===== config.mk =====
export PLATFORM = sky130hd
export DESIGN_NAME = cfs_top
export DESIGN_NICKNAME = d
export VERILOG_FILES = /design/src/pkg/cfs_pkg.sv /design/src/hw/cfs_top.sv /design/src/hw/cfs_rx_fifo.sv
export SDC_FILE = /design/constraint.sdc
export NUM_CORES = 1
export LEC_CHECK = 0
export CAP_MARGIN = 25
export CORE_ASPECT_RATIO = 0.8
export CORE_MARGIN = 8
export CORE_UTILIZATION = 45
export CTS_BUF_LIST = sky130_fd_sc_hd__clkbuf_16
export DETAILED_ROUTE_END_ITERATION = 7
export DONT_BUFFER_PORTS = 1
export PLACE_DENSITY = 0.59
export SETUP_SLACK_MARGIN = 0.4
export SYNTH_ARGS = -nofsm -noshare
export SYNTH_HDL_FRONTEND = slang
export SYNTH_SLANG_ARGS = --single-unit

===== constraint.sdc =====
create_clock -name i_clock -period 11.4 [get_ports i_clock]
set_input_delay 0 -clock i_clock [delete_from_list [all_inputs] [get_ports i_clock]]
set_output_delay 0 -clock i_clock [all_outputs]
set_load 0.05 [all_outputs]

===== src/pkg/cfs_pkg.sv =====
// Constants and types of the CAN receive queue and status flag block
package cfs_pkg;
   // Widths and depths
   localparam int         CFS_ERR_W       = 8;
   localparam int         CFS_IRQ_W       = 6;
   localparam int         CFS_NMB         = 2;
   localparam int         CFS_FIFO_DEPTH  = 3;
   localparam logic [1:0] CFS_FIFO_LAST   = 2'h2;
   localparam logic [1:0] CFS_FIFO_FULL   = 2'h3;
   localparam logic [3:0] CFS_SYNC_BITS   = 4'hB;
   // Register offsets
   localparam logic [7:0] CFS_OFS_MCTRL   = 8'h00;
   localparam logic [7:0] CFS_OFS_MSTAT   = 8'h04;
   localparam logic [7:0] CFS_OFS_TSTAT   = 8'h08;
   localparam logic [7:0] CFS_OFS_IER     = 8'h0C;
   localparam logic [7:0] CFS_OFS_EIER    = 8'h10;
   localparam logic [7:0] CFS_OFS_ISTAT   = 8'h14;
   localparam logic [7:0] CFS_OFS_FIFO    = 8'h18;
   localparam logic [7:0] CFS_OFS_MB_ID   = 8'h1C;
   localparam logic [7:0] CFS_OFS_MB_DLC  = 8'h20;
   localparam logic [7:0] CFS_OFS_MB_DLO  = 8'h24;
   localparam logic [7:0] CFS_OFS_MB_DHI  = 8'h28;
   // Master control fields
   localparam int         CFS_MC_INIT     = 0;
   localparam int         CFS_MC_SLEEP    = 1;
   localparam int         CFS_MC_AWAKE    = 5;
   localparam logic       CFS_INIT_RST    = 1'h0;
   localparam logic       CFS_SLEEP_RST   = 1'h1;
   localparam logic       CFS_AWAKE_RST   = 1'h0;
   // Master status fields
   localparam int         CFS_MS_ROLE_RX  = 5;
   localparam int         CFS_MS_ROLE_TX  = 4;
   localparam int         CFS_MS_WAKE     = 3;
   localparam int         CFS_MS_ERR      = 2;
   localparam int         CFS_MS_SLEEP_ACK     = 1;
   localparam int         CFS_MS_INIT_ACK     = 0;
   localparam logic [7:0] CFS_MSTAT_RST   = 8'h02;
   // Transmit status fields
   localparam int         CFS_TS_OK0      = 4;
   localparam int         CFS_TS_RQ0      = 0;
   localparam logic [7:0] CFS_TSTAT_RST   = 8'h00;
   // Interrupt status and enable fields
   localparam int         CFS_IRQ_TX      = 0;
   localparam int         CFS_IRQ_MSG     = 1;
   localparam int         CFS_IRQ_FULL    = 2;
   localparam int         CFS_IRQ_OVR     = 3;
   localparam int         CFS_IRQ_ERR     = 4;
   localparam int         CFS_IRQ_WAKE    = 5;
   localparam logic [5:0] CFS_IRQ_RST     = 6'h00;
   // Queue control fields
   localparam int         CFS_FC_FULL     = 3;
   localparam int         CFS_FC_RELEASE  = 5;
   typedef struct packed {
      logic [28:0] id;
      logic        ide;
      logic        rtr;
      logic [3:0]  dlc;
      logic [63:0] data;
   } cfs_rx_msg_t;
   typedef struct packed {
      logic frame_end;
      logic no_error;
      logic filter_pass;
   } cfs_rx_chk_t;
   typedef enum logic [1:0] {
      MODE_SLEEP,
      MODE_INIT,
      MODE_SYNC,
      MODE_NORMAL
   } cfs_mode_t;
endpackage


===== src/hw/cfs_top.sv =====
// CAN receive queue, master status and transmit status with APB slave
//
// The register offsets and register access over APB were decided locally.
module cfs_top
   import cfs_pkg::*;
(
   // Clock and reset
   input  wire logic                 i_clock,
   input  wire logic                 i_rst_b,
   // APB slave
   input  wire logic                 i_psel,
   input  wire logic                 i_penable,
   input  wire logic                 i_pwrite,
   input  wire logic [7:0]           i_paddr,
   input  wire logic [31:0]          i_pwdata,
   output logic [31:0]               o_prdata,
   output logic                      o_pready,
   output logic                      o_pslverr,
   // Bus pin and bit timing
   input  wire logic                 i_can_rx,
   input  wire logic                 i_bit_tick,
   // Protocol engine
   input  wire cfs_rx_chk_t          i_rx_chk,
   input  wire cfs_rx_msg_t          i_rx_msg,
   input  wire logic                 i_sof_detect,
   input  wire logic                 i_role_rx,
   input  wire logic                 i_role_tx,
   input  wire logic [CFS_ERR_W-1:0] i_err_set,
   // Transmit mailbox logic
   input  wire logic [CFS_NMB-1:0]   i_tx_req,
   input  wire logic [CFS_NMB-1:0]   i_tx_done,
   input  wire logic [CFS_NMB-1:0]   i_tx_ok,
   // Mode and interrupt
   output logic                      o_init_mode,
   output logic                      o_sleep_mode,
   output logic                      o_irq
);
   cfs_mode_t              mode_reg;
   cfs_mode_t              mode_next;
   cfs_rx_msg_t            head;
   logic                   init_request_reg;
   logic                   sleep_request_reg;
   logic                   auto_wake_reg;
   logic                   init_ack_reg;
   logic                   wake_reg;
   logic                   err_reg;
   logic                   role_rx_reg;
   logic                   role_tx_reg;
   logic [CFS_NMB-1:0]     rqcp_reg;
   logic [CFS_NMB-1:0]     txok_reg;
   logic [CFS_IRQ_W-1:0]   ier_reg;
   logic [CFS_ERR_W-1:0]   eier_reg;
   logic [CFS_IRQ_W-1:0]   istat_reg;
   logic [CFS_IRQ_W-1:0]   ievt;
   logic [31:0]            prdata_reg;
   logic [31:0]            rd_next;
   logic                   pslverr_reg;
   logic                   err_next;
   logic                   rx_meta_reg;
   logic                   rx_sync_reg;
   logic [3:0]             rec_cnt_reg;
   logic                   sync_done;
   logic                   full_d_reg;
   logic                   setup;
   logic                   wr_en;
   logic [7:0]             wdata;
   logic [7:0]             mstat;
   logic [7:0]             tstat;
   logic [7:0]             ms_clr;
   logic [7:0]             ts_clr;
   logic                   push;
   logic                   release_mb;
   logic [1:0]             fifo_count;
   logic                   fifo_full;
   logic                   fifo_ovr;
   logic                   wake_set;
   logic                   err_set;

   // APB decode
   assign setup   = i_psel && !i_penable;
   assign wr_en   = i_psel && i_penable && i_pwrite;
   assign wdata   = i_pwdata[7:0];
   assign ms_clr  = (wr_en && i_paddr == CFS_OFS_MSTAT) ? wdata : 8'h00;
   assign ts_clr  = (wr_en && i_paddr == CFS_OFS_TSTAT) ? wdata : 8'h00;
   assign release_mb = wr_en && (i_paddr == CFS_OFS_FIFO) &&
                       i_pwdata[CFS_FC_RELEASE];

   // Pin synchroniser
   always_ff @(posedge i_clock or negedge i_rst_b) begin
      if (!i_rst_b) begin
         rx_meta_reg <= 1'h1;
         rx_sync_reg <= 1'h1;
      end else begin
         rx_meta_reg <= i_can_rx;
         rx_sync_reg <= rx_meta_reg;
      end
   end

   // Consecutive recessive bit counter while synchronising
   always_ff @(posedge i_clock or negedge i_rst_b) begin
      if (!i_rst_b) begin
         rec_cnt_reg <= 4'h0;
      end else if (mode_reg != MODE_SYNC) begin
         rec_cnt_reg <= 4'h0;
      end else if (i_bit_tick) begin
         if (!rx_sync_reg) begin
            rec_cnt_reg <= 4'h0;
         end else if (!sync_done) begin
            rec_cnt_reg <= rec_cnt_reg + 4'h1;
         end
      end
   end
   assign sync_done = (rec_cnt_reg == CFS_SYNC_BITS);

   // Master control register
   always_ff @(posedge i_clock or negedge i_rst_b) begin
      if (!i_rst_b) begin
         init_request_reg  <= CFS_INIT_RST;
         sleep_request_reg <= CFS_SLEEP_RST;
         auto_wake_reg     <= CFS_AWAKE_RST;
      end else begin
         if (wr_en && i_paddr == CFS_OFS_MCTRL) begin
            init_request_reg  <= i_pwdata[CFS_MC_INIT];
            sleep_request_reg <= i_pwdata[CFS_MC_SLEEP];
            auto_wake_reg     <= i_pwdata[CFS_MC_AWAKE];
         end
         if (wake_set && auto_wake_reg) begin
            sleep_request_reg <= 1'h0;
         end
      end
   end

   // Operating mode
   always_comb begin
      mode_next = mode_reg;
      case (mode_reg)
         MODE_SLEEP: begin
            if (!sleep_request_reg) begin
               mode_next = init_request_reg ? MODE_INIT : MODE_SYNC;
            end
         end
         MODE_INIT: begin
            if (sleep_request_reg) begin
               mode_next = MODE_SLEEP;
            end else if (!init_request_reg) begin
               mode_next = MODE_SYNC;
            end
         end
         MODE_SYNC: begin
            if (init_request_reg) begin
               mode_next = MODE_INIT;
            end else if (sleep_request_reg) begin
               mode_next = MODE_SLEEP;
            end else if (sync_done) begin
               mode_next = MODE_NORMAL;
            end
         end
         MODE_NORMAL: begin
            if (init_request_reg) begin
               mode_next = MODE_INIT;
            end else if (sleep_request_reg) begin
               mode_next = MODE_SLEEP;
            end
         end
         default: begin
            mode_next = MODE_SLEEP;
         end
      endcase
   end

   always_ff @(posedge i_clock or negedge i_rst_b) begin
      if (!i_rst_b) begin
         mode_reg <= MODE_SLEEP;
      end else begin
         mode_reg <= mode_next;
      end
   end

   // Init acknowledge held through synchronisation
   always_ff @(posedge i_clock or negedge i_rst_b) begin
      if (!i_rst_b) begin
         init_ack_reg <= CFS_MSTAT_RST[CFS_MS_INIT_ACK];
      end else if (mode_next == MODE_INIT) begin
         init_ack_reg <= 1'h1;
      end else if (mode_next != MODE_SYNC) begin
         init_ack_reg <= 1'h0;
      end
   end

   // Role, wake-up and error flags
   assign wake_set = i_sof_detect && (mode_reg == MODE_SLEEP);
   assign err_set  = |(i_err_set & eier_reg);

   always_ff @(posedge i_clock or negedge i_rst_b) begin
      if (!i_rst_b) begin
         wake_reg    <= CFS_MSTAT_RST[CFS_MS_WAKE];
         err_reg     <= CFS_MSTAT_RST[CFS_MS_ERR];
         role_rx_reg <= CFS_MSTAT_RST[CFS_MS_ROLE_RX];
         role_tx_reg <= CFS_MSTAT_RST[CFS_MS_ROLE_TX];
      end else begin
         role_rx_reg <= i_role_rx;
         role_tx_reg <= i_role_tx;
         if (wake_set) begin
            wake_reg <= 1'h1;
         end else if (ms_clr[CFS_MS_WAKE]) begin
            wake_reg <= 1'h0;
         end
         if (err_set) begin
            err_reg <= 1'h1;
         end else if (ms_clr[CFS_MS_ERR]) begin
            err_reg <= 1'h0;
         end
      end
   end

   // Transmit completion and success flags per mailbox
   always_ff @(posedge i_clock or negedge i_rst_b) begin
      if (!i_rst_b) begin
         rqcp_reg <= CFS_TSTAT_RST[CFS_TS_RQ0 +: CFS_NMB];
         txok_reg <= CFS_TSTAT_RST[CFS_TS_OK0 +: CFS_NMB];
      end else begin
         for (int m = 0; m < CFS_NMB; m++) begin
            if (i_tx_done[m]) begin
               rqcp_reg[m] <= 1'h1;
            end else if (ts_clr[CFS_TS_RQ0 + m]) begin
               rqcp_reg[m] <= 1'h0;
            end
            if (i_tx_done[m] && i_tx_ok[m]) begin
               txok_reg[m] <= 1'h1;
            end else if (i_tx_req[m] || ts_clr[CFS_TS_RQ0 + m]) begin
               txok_reg[m] <= 1'h0;
            end
         end
      end
   end

   // Status register images
   assign mstat = {2'h0, role_rx_reg, role_tx_reg, wake_reg, err_reg,
                   (mode_reg == MODE_SLEEP), init_ack_reg};
   assign tstat = {2'h0, txok_reg, 2'h0, rqcp_reg};

   // Receive queue
   assign push = i_rx_chk.frame_end && i_rx_chk.no_error &&
                 i_rx_chk.filter_pass && (mode_reg == MODE_NORMAL);

   cfs_rx_fifo u_fifo (
      .i_clock   (i_clock),
      .i_rst_b   (i_rst_b),
      .i_push    (push),
      .i_msg     (i_rx_msg),
      .i_release (release_mb),
      .o_head    (head),
      .o_count   (fifo_count),
      .o_full    (fifo_full),
      .o_overrun (fifo_ovr)
   );

   // Interrupt enable registers
   always_ff @(posedge i_clock or negedge i_rst_b) begin
      if (!i_rst_b) begin
         ier_reg  <= CFS_IRQ_RST;
         eier_reg <= '0;
      end else begin
         if (wr_en && i_paddr == CFS_OFS_IER) begin
            ier_reg <= i_pwdata[CFS_IRQ_W-1:0];
         end
         if (wr_en && i_paddr == CFS_OFS_EIER) begin
            eier_reg <= i_pwdata[CFS_ERR_W-1:0];
         end
      end
   end

   // Sticky interrupt status
   always_comb begin
      ievt = '0;
      ievt[CFS_IRQ_TX]   = |i_tx_done;
      ievt[CFS_IRQ_MSG]  = push;
      ievt[CFS_IRQ_FULL] = fifo_full && !full_d_reg;
      ievt[CFS_IRQ_OVR]  = fifo_ovr;
      ievt[CFS_IRQ_ERR]  = err_set;
      ievt[CFS_IRQ_WAKE] = wake_set;
   end

   always_ff @(posedge i_clock or negedge i_rst_b) begin
      if (!i_rst_b) begin
         istat_reg  <= CFS_IRQ_RST;
         full_d_reg <= 1'h0;
      end else begin
         full_d_reg <= fifo_full;
         if (wr_en && i_paddr == CFS_OFS_ISTAT) begin
            istat_reg <= ievt | (istat_reg & ~i_pwdata[CFS_IRQ_W-1:0]);
         end else begin
            istat_reg <= istat_reg | ievt;
         end
      end
   end
   assign o_irq = |(istat_reg & ier_reg);

   // Read mux sampled in the setup cycle
   always_comb begin
      rd_next  = 32'h0000_0000;
      err_next = 1'h0;
      case (i_paddr)
         CFS_OFS_MCTRL: begin
            rd_next[CFS_MC_INIT]  = init_request_reg;
            rd_next[CFS_MC_SLEEP] = sleep_request_reg;
            rd_next[CFS_MC_AWAKE] = auto_wake_reg;
         end
         CFS_OFS_MSTAT:  rd_next[7:0] = mstat;
         CFS_OFS_TSTAT:  rd_next[7:0] = tstat;
         CFS_OFS_IER:    rd_next[CFS_IRQ_W-1:0] = ier_reg;
         CFS_OFS_EIER:   rd_next[CFS_ERR_W-1:0] = eier_reg;
         CFS_OFS_ISTAT:  rd_next[CFS_IRQ_W-1:0] = istat_reg;
         CFS_OFS_FIFO: begin
            rd_next[1:0]         = fifo_count;
            rd_next[CFS_FC_FULL] = fifo_full;
         end
         CFS_OFS_MB_ID:  rd_next = {head.ide, head.rtr, 1'h0, head.id};
         CFS_OFS_MB_DLC: rd_next[3:0] = head.dlc;
         CFS_OFS_MB_DLO: rd_next = head.data[31:0];
         CFS_OFS_MB_DHI: rd_next = head.data[63:32];
         default:        err_next = 1'h1;
      endcase
   end

   always_ff @(posedge i_clock or negedge i_rst_b) begin
      if (!i_rst_b) begin
         prdata_reg  <= 32'h0000_0000;
         pslverr_reg <= 1'h0;
      end else if (setup) begin
         prdata_reg  <= rd_next;
         pslverr_reg <= err_next;
      end
   end

   assign o_prdata     = prdata_reg;
   assign o_pslverr    = pslverr_reg && i_psel && i_penable;
   assign o_pready     = 1'h1;
   assign o_init_mode  = (mode_reg == MODE_INIT);
   assign o_sleep_mode = (mode_reg == MODE_SLEEP);
endmodule


===== src/hw/cfs_rx_fifo.sv =====
// Three-slot receive queue with an output mailbox at its head
module cfs_rx_fifo
   import cfs_pkg::*;
(
   // Clock and reset
   input  wire logic        i_clock,
   input  wire logic        i_rst_b,
   // Filling side
   input  wire logic        i_push,
   input  wire cfs_rx_msg_t i_msg,
   // Draining side
   input  wire logic        i_release,
   output cfs_rx_msg_t      o_head,
   output logic [1:0]       o_count,
   output logic             o_full,
   output logic             o_overrun
);
   cfs_rx_msg_t slot_reg [CFS_FIFO_DEPTH];
   logic [1:0]  rd_reg;
   logic [1:0]  wr_reg;
   logic [1:0]  count_reg;
   logic        ovr_reg;
   logic        do_pop;
   logic        do_push;

   function automatic logic [1:0] bump(input logic [1:0] p);
      bump = (p == CFS_FIFO_LAST) ? 2'h0 : p + 2'h1;
   endfunction

   // Queue filled by hardware, drained by software release
   assign do_pop  = i_release && (count_reg != 2'h0);
   assign do_push = i_push && ((count_reg != CFS_FIFO_FULL) || do_pop);

   always_ff @(posedge i_clock or negedge i_rst_b) begin
      if (!i_rst_b) begin
         rd_reg    <= 2'h0;
         wr_reg    <= 2'h0;
         count_reg <= 2'h0;
      end else begin
         if (do_pop) begin
            rd_reg <= bump(rd_reg);
         end
         if (do_push) begin
            wr_reg <= bump(wr_reg);
         end
         if (do_push && !do_pop) begin
            count_reg <= count_reg + 2'h1;
         end else if (do_pop && !do_push) begin
            count_reg <= count_reg - 2'h1;
         end
      end
   end

   // Slot storage
   always_ff @(posedge i_clock) begin
      if (do_push) begin
         slot_reg[wr_reg] <= i_msg;
      end
   end

   // Overrun pulse when a valid frame finds no room
   always_ff @(posedge i_clock or negedge i_rst_b) begin
      if (!i_rst_b) begin
         ovr_reg <= 1'h0;
      end else begin
         ovr_reg <= i_push && !do_push;
      end
   end

   // Oldest message shown to software
   assign o_head    = slot_reg[rd_reg];
   assign o_count   = count_reg;
   assign o_full    = (count_reg == CFS_FIFO_FULL);
   assign o_overrun = ovr_reg;
endmodule


==> run_results.csv <==
group,metric,value,unit
layout,largest_register_ffs,297,
critical_path,critPathTopFamily,"buffers and inverters",
critical_path,path_common_cell,"buf_4",
yosys,ys_types,64,
critical_path,startpoint,"i_paddr[2]",
run,cap_viol_max_count,0,
timing,min_period,3.892,ns
critical_path,cp_slowest_cell,"buf_4",
layout,layout-drive-gt1-share,0.1006,
layout,fin_util,0.5509,
floorplanning,rows,60,
yosys,seq_area_frac_synth,0.7206,
floorplanning,ios,203,
yosys,synth.area.top_cells,"edfxtp_1 (59%), dfrtp_1 (13%), mux2i_1 (6.5%), nand2_1 (2.5%), a21oi_1 (2.2%)",
layout,fin_area,0.01845,mm2
clock_tree,cts_resized,0,
layout,n_fill_cell,2708,
placed_design,dp_cells,1430,
floorplanning,die_w,221.4,um
pwr,p_leak,0.006327,uW
pwr,power.internal,2223,uW
critical_path,cp.buffers_inverters,3,
critical_path,path_class,"in -> reg",
pwr,switchingPower,573.2,uW
clock_tree,insertion_delay,0.53,ns
grt,overflow,0,
clock_tree,cts_tree,"yes",
routing,wl,37760,um
yosys,synthFlopType,"edfxtp_1",
grt,grt_max_degree,87,
timing,post-route-period-util,0.3414,
yosys,syn_inst,1036,
yosys,ys_warn_count,0,
pwr,power.density,151.6,mW/mm2
grt,grt_pass1_vias,9550,
grt,globalRouteMet3Util,0.05042,
floorplanning,core-area,0.03348,mm2
timing,setup_viol,0,
placed_design,dpl.hpwl,21720,um
pwr,power_frac_seq,0.539,
pwr,power_switching_share,0.2050,
routing,drtAntennaViolNets,0,
routing,vias,9200,
placed_design,gp_congestion,0.8693,
grt,grt_util_met2,0.2881,
floorplanning,die_y,180.4,um
critical_path,crit_fanout,65,
critical_path,crit_required,11.55,ns
floorplanning,start_util,0.4538,
routing,drtIter0Drc,794,
pwr,p_comb_frac,0.036,
timing,rsz0062_at_grt,"false",
clock_tree,root_buffer,"clkbuf_16",
grt,grt_use_met1,0.2568,
timing,tns,0,ns
timing,slew_violations,0,
yosys,synthesis.nets,1204,
clock_tree,clk_path_buf_depth,3,
worst_hold_path,hold_class,"in -> reg",
timing,relSlewSlack,0.3272,
yosys,syn-cell-area,0.01519,mm2
grt,grt_usage,0.1868,
yosys,postSynthAreaPerCell,14.67,um2
critical_path,cp_cell_sequence,"dlygate4sd3_1 -> or4b_1 -> or4_4 -> a211o_4 -> nor3b_4 -> buf_4 -> buf_4",
yosys,synthArstFlopShare,0.2143,
worst_hold_path,hp-start,"i_role_rx",
routing,detail_route.vias_per_cell,5.546,
timing,hold_violations,0,
layout,final_cells,1659,
critical_path,worstPathArrival,4.04,ns
critical_path,slowest_delay,0.86,ns
clock_tree,clk_pin_slew_worst_paths,0.06,ns
routing,wl_per_cell,22.76,um
placed_design,placed_area,0.01569,mm2
timing,worstMarginPinSlew,1.007,ns
critical_path,regToRegStartpoint,"u_fifo.o_count[0]$_DFFE_PN0P_",
clock_tree,clkSinkCount,378,
routing,firstDrtPassIters,5,
pwr,pwr-share-clk,0.425,
run_status,status,"finished, final reports clean",
yosys,synth_top_area_cell,"edfxtp_1",
clock_tree,htreeDepth,2,
floorplanning,design.die.area,0.03994,mm2
routing,drc,0,
grt,grt_pass1_wl,58040,um
grt,antenna_found_initial,2,
yosys,ys_ff_latch,378,
layout,fin_nets,1360,
critical_path,startpoint_type,"primary input",
layout,synthToLayoutAreaGrowth,21.40,%
timing,max_freq,256.9,MHz
placed_design,io_buffers,0,
critical_path,critPathCaptureType,"flop",
grt,gr-max-usage-layer,"met2",
timing,final.setup_skew,0.01623,ns
yosys,synthDominantCellAreaShare,0.5870,
yosys,synth_edf_count,297,
pwr,peakVddDrop,116.1,uV
clock_tree,cts_made_buffers,41,
-- final timing paths --
path	cells past startpoint	slack, ns	endpoint
max	7	7.51	u_fifo.slot_reg[1][6]$_DFFE_PP_
min	1	0.03	role_rx_reg$_DFF_PN0_
max reg2reg	6	7.97	u_fifo.slot_reg[1][6]$_DFFE_PP_
min reg2reg	0	0.36	rx_sync_reg$_DFF_PN1_
max in group asynchronous	2	10.91	u_fifo.rd_reg[1]$_DFFE_PN0P_
min in group asynchronous	2	0.11	ier_reg[0]$_DFFE_PN0P_
-- worst register-to-register path: stages, from the launching register on --
cell     delay, ns
dfrtp_1       0.44
o21ai_0       0.14
or4_4         0.48
a211o_4       0.41
nor3b_4       0.17
buf_4         0.48
buf_4         0.87
-- layout by cell type, fill, tap and decap left out, types with 14 or more instances in the layout --
| cell | instances |
|---|---|
| nor2_1 | 60 |
| dlygate4sd3_1 | 151 |
| o221ai_1 | 25 |
| edfxtp_1 | 297 |
| a22oi_1 | 16 |
| nand2_1 | 103 |
| a21oi_1 | 66 |
| clkbuf_16 | 43 |
| nand3_1 | 14 |
| a22o_1 | 27 |
| mux2_2 | 29 |
| dfrtp_1 | 76 |
| o21ai_0 | 53 |
| buf_4 | 20 |
| inv_1 | 30 |
| mux2i_1 | 99 |
-- cell families (layout without fill, tap and decap cells) --
logic type	after synthesis	after routing	synth area share
DFF	378	378	0.7206
AOI/OAI and AO/OA	231	231	0.1010
and+or+nand+nor	220	220	0.06637
muxes	130	130	0.08967
buffers and inverters	71	258	0.01877
xor gates and xnor gates	3	3	0.001730
adders and majority gates	2	2	0.001647
other	1	3	0.0002468
-- repair_timing --
action                                 in CTS  in global routing
buffers inserted                            0                  0
hold buffers                              152                  0
endpoints found under the hold margin     427                  0
-- power groups by stage --
stage	Sequential (uW)	Combinational, uW	Clock [uW]
finish	1510	101	1190
global route	1510	109	1280
floorplan	1530	31.6	0
CTS	1510	101	1230
detailed placement	1540	37.3	0
global placement	1540	37.1	0
-- metrics by stage --
stage	setup WS, ns	power [uW]	hold slack (ns)
final	7.508	2796	0.03003
after global routing	7.358	2893	0.02804
after CTS	7.503	2833	0.003645
after detailed placement	7.537	1573	-0.2926
after global placement	7.504	1573	-0.2927
after floorplan	1.747	1564	-0.2956
-- cells in the mapped netlist (4+ instances only) --
library cell and instances:
a21o_1 8, a21oi_1 67, a221oi_1 4, a22o_1 27
a22oi_1 16, buf_1 12, clkbuf_1 42, dfrtp_1 78
edfxtp_1 297, inv_1 11, mux2_2 29, mux2i_1 99
nand2_1 103, nand2b_1 9, nand3_1 14, nor2_1 60
nor3_1 8, o211ai_1 6, o21ai_0 53, o221ai_1 25
-- layout make-up --
type                       instances  area [um2]  area share
antenna                            2       5.005   0.0002713
clock buffer                      43        1076     0.05833
clock inverter                    31       132.6    0.007190
inverter                          11       41.29    0.002238
multi-input combinational        587        3998      0.2167
sequential                       378       10960      0.5940
tap                              434       543.0     0.02944
timing repair buffer             173        1694     0.09184
-- routing by layer --
metal	wire [um]	vias up	share of wire
met3	2738	67	0.073
met5	0	-	0
met2	17020	290	0.45
met1	17160	4548	0.45
li1	-	4295	-
met4	837	0	0.022
No activity file was read; power rests on OpenSTA's default activity.
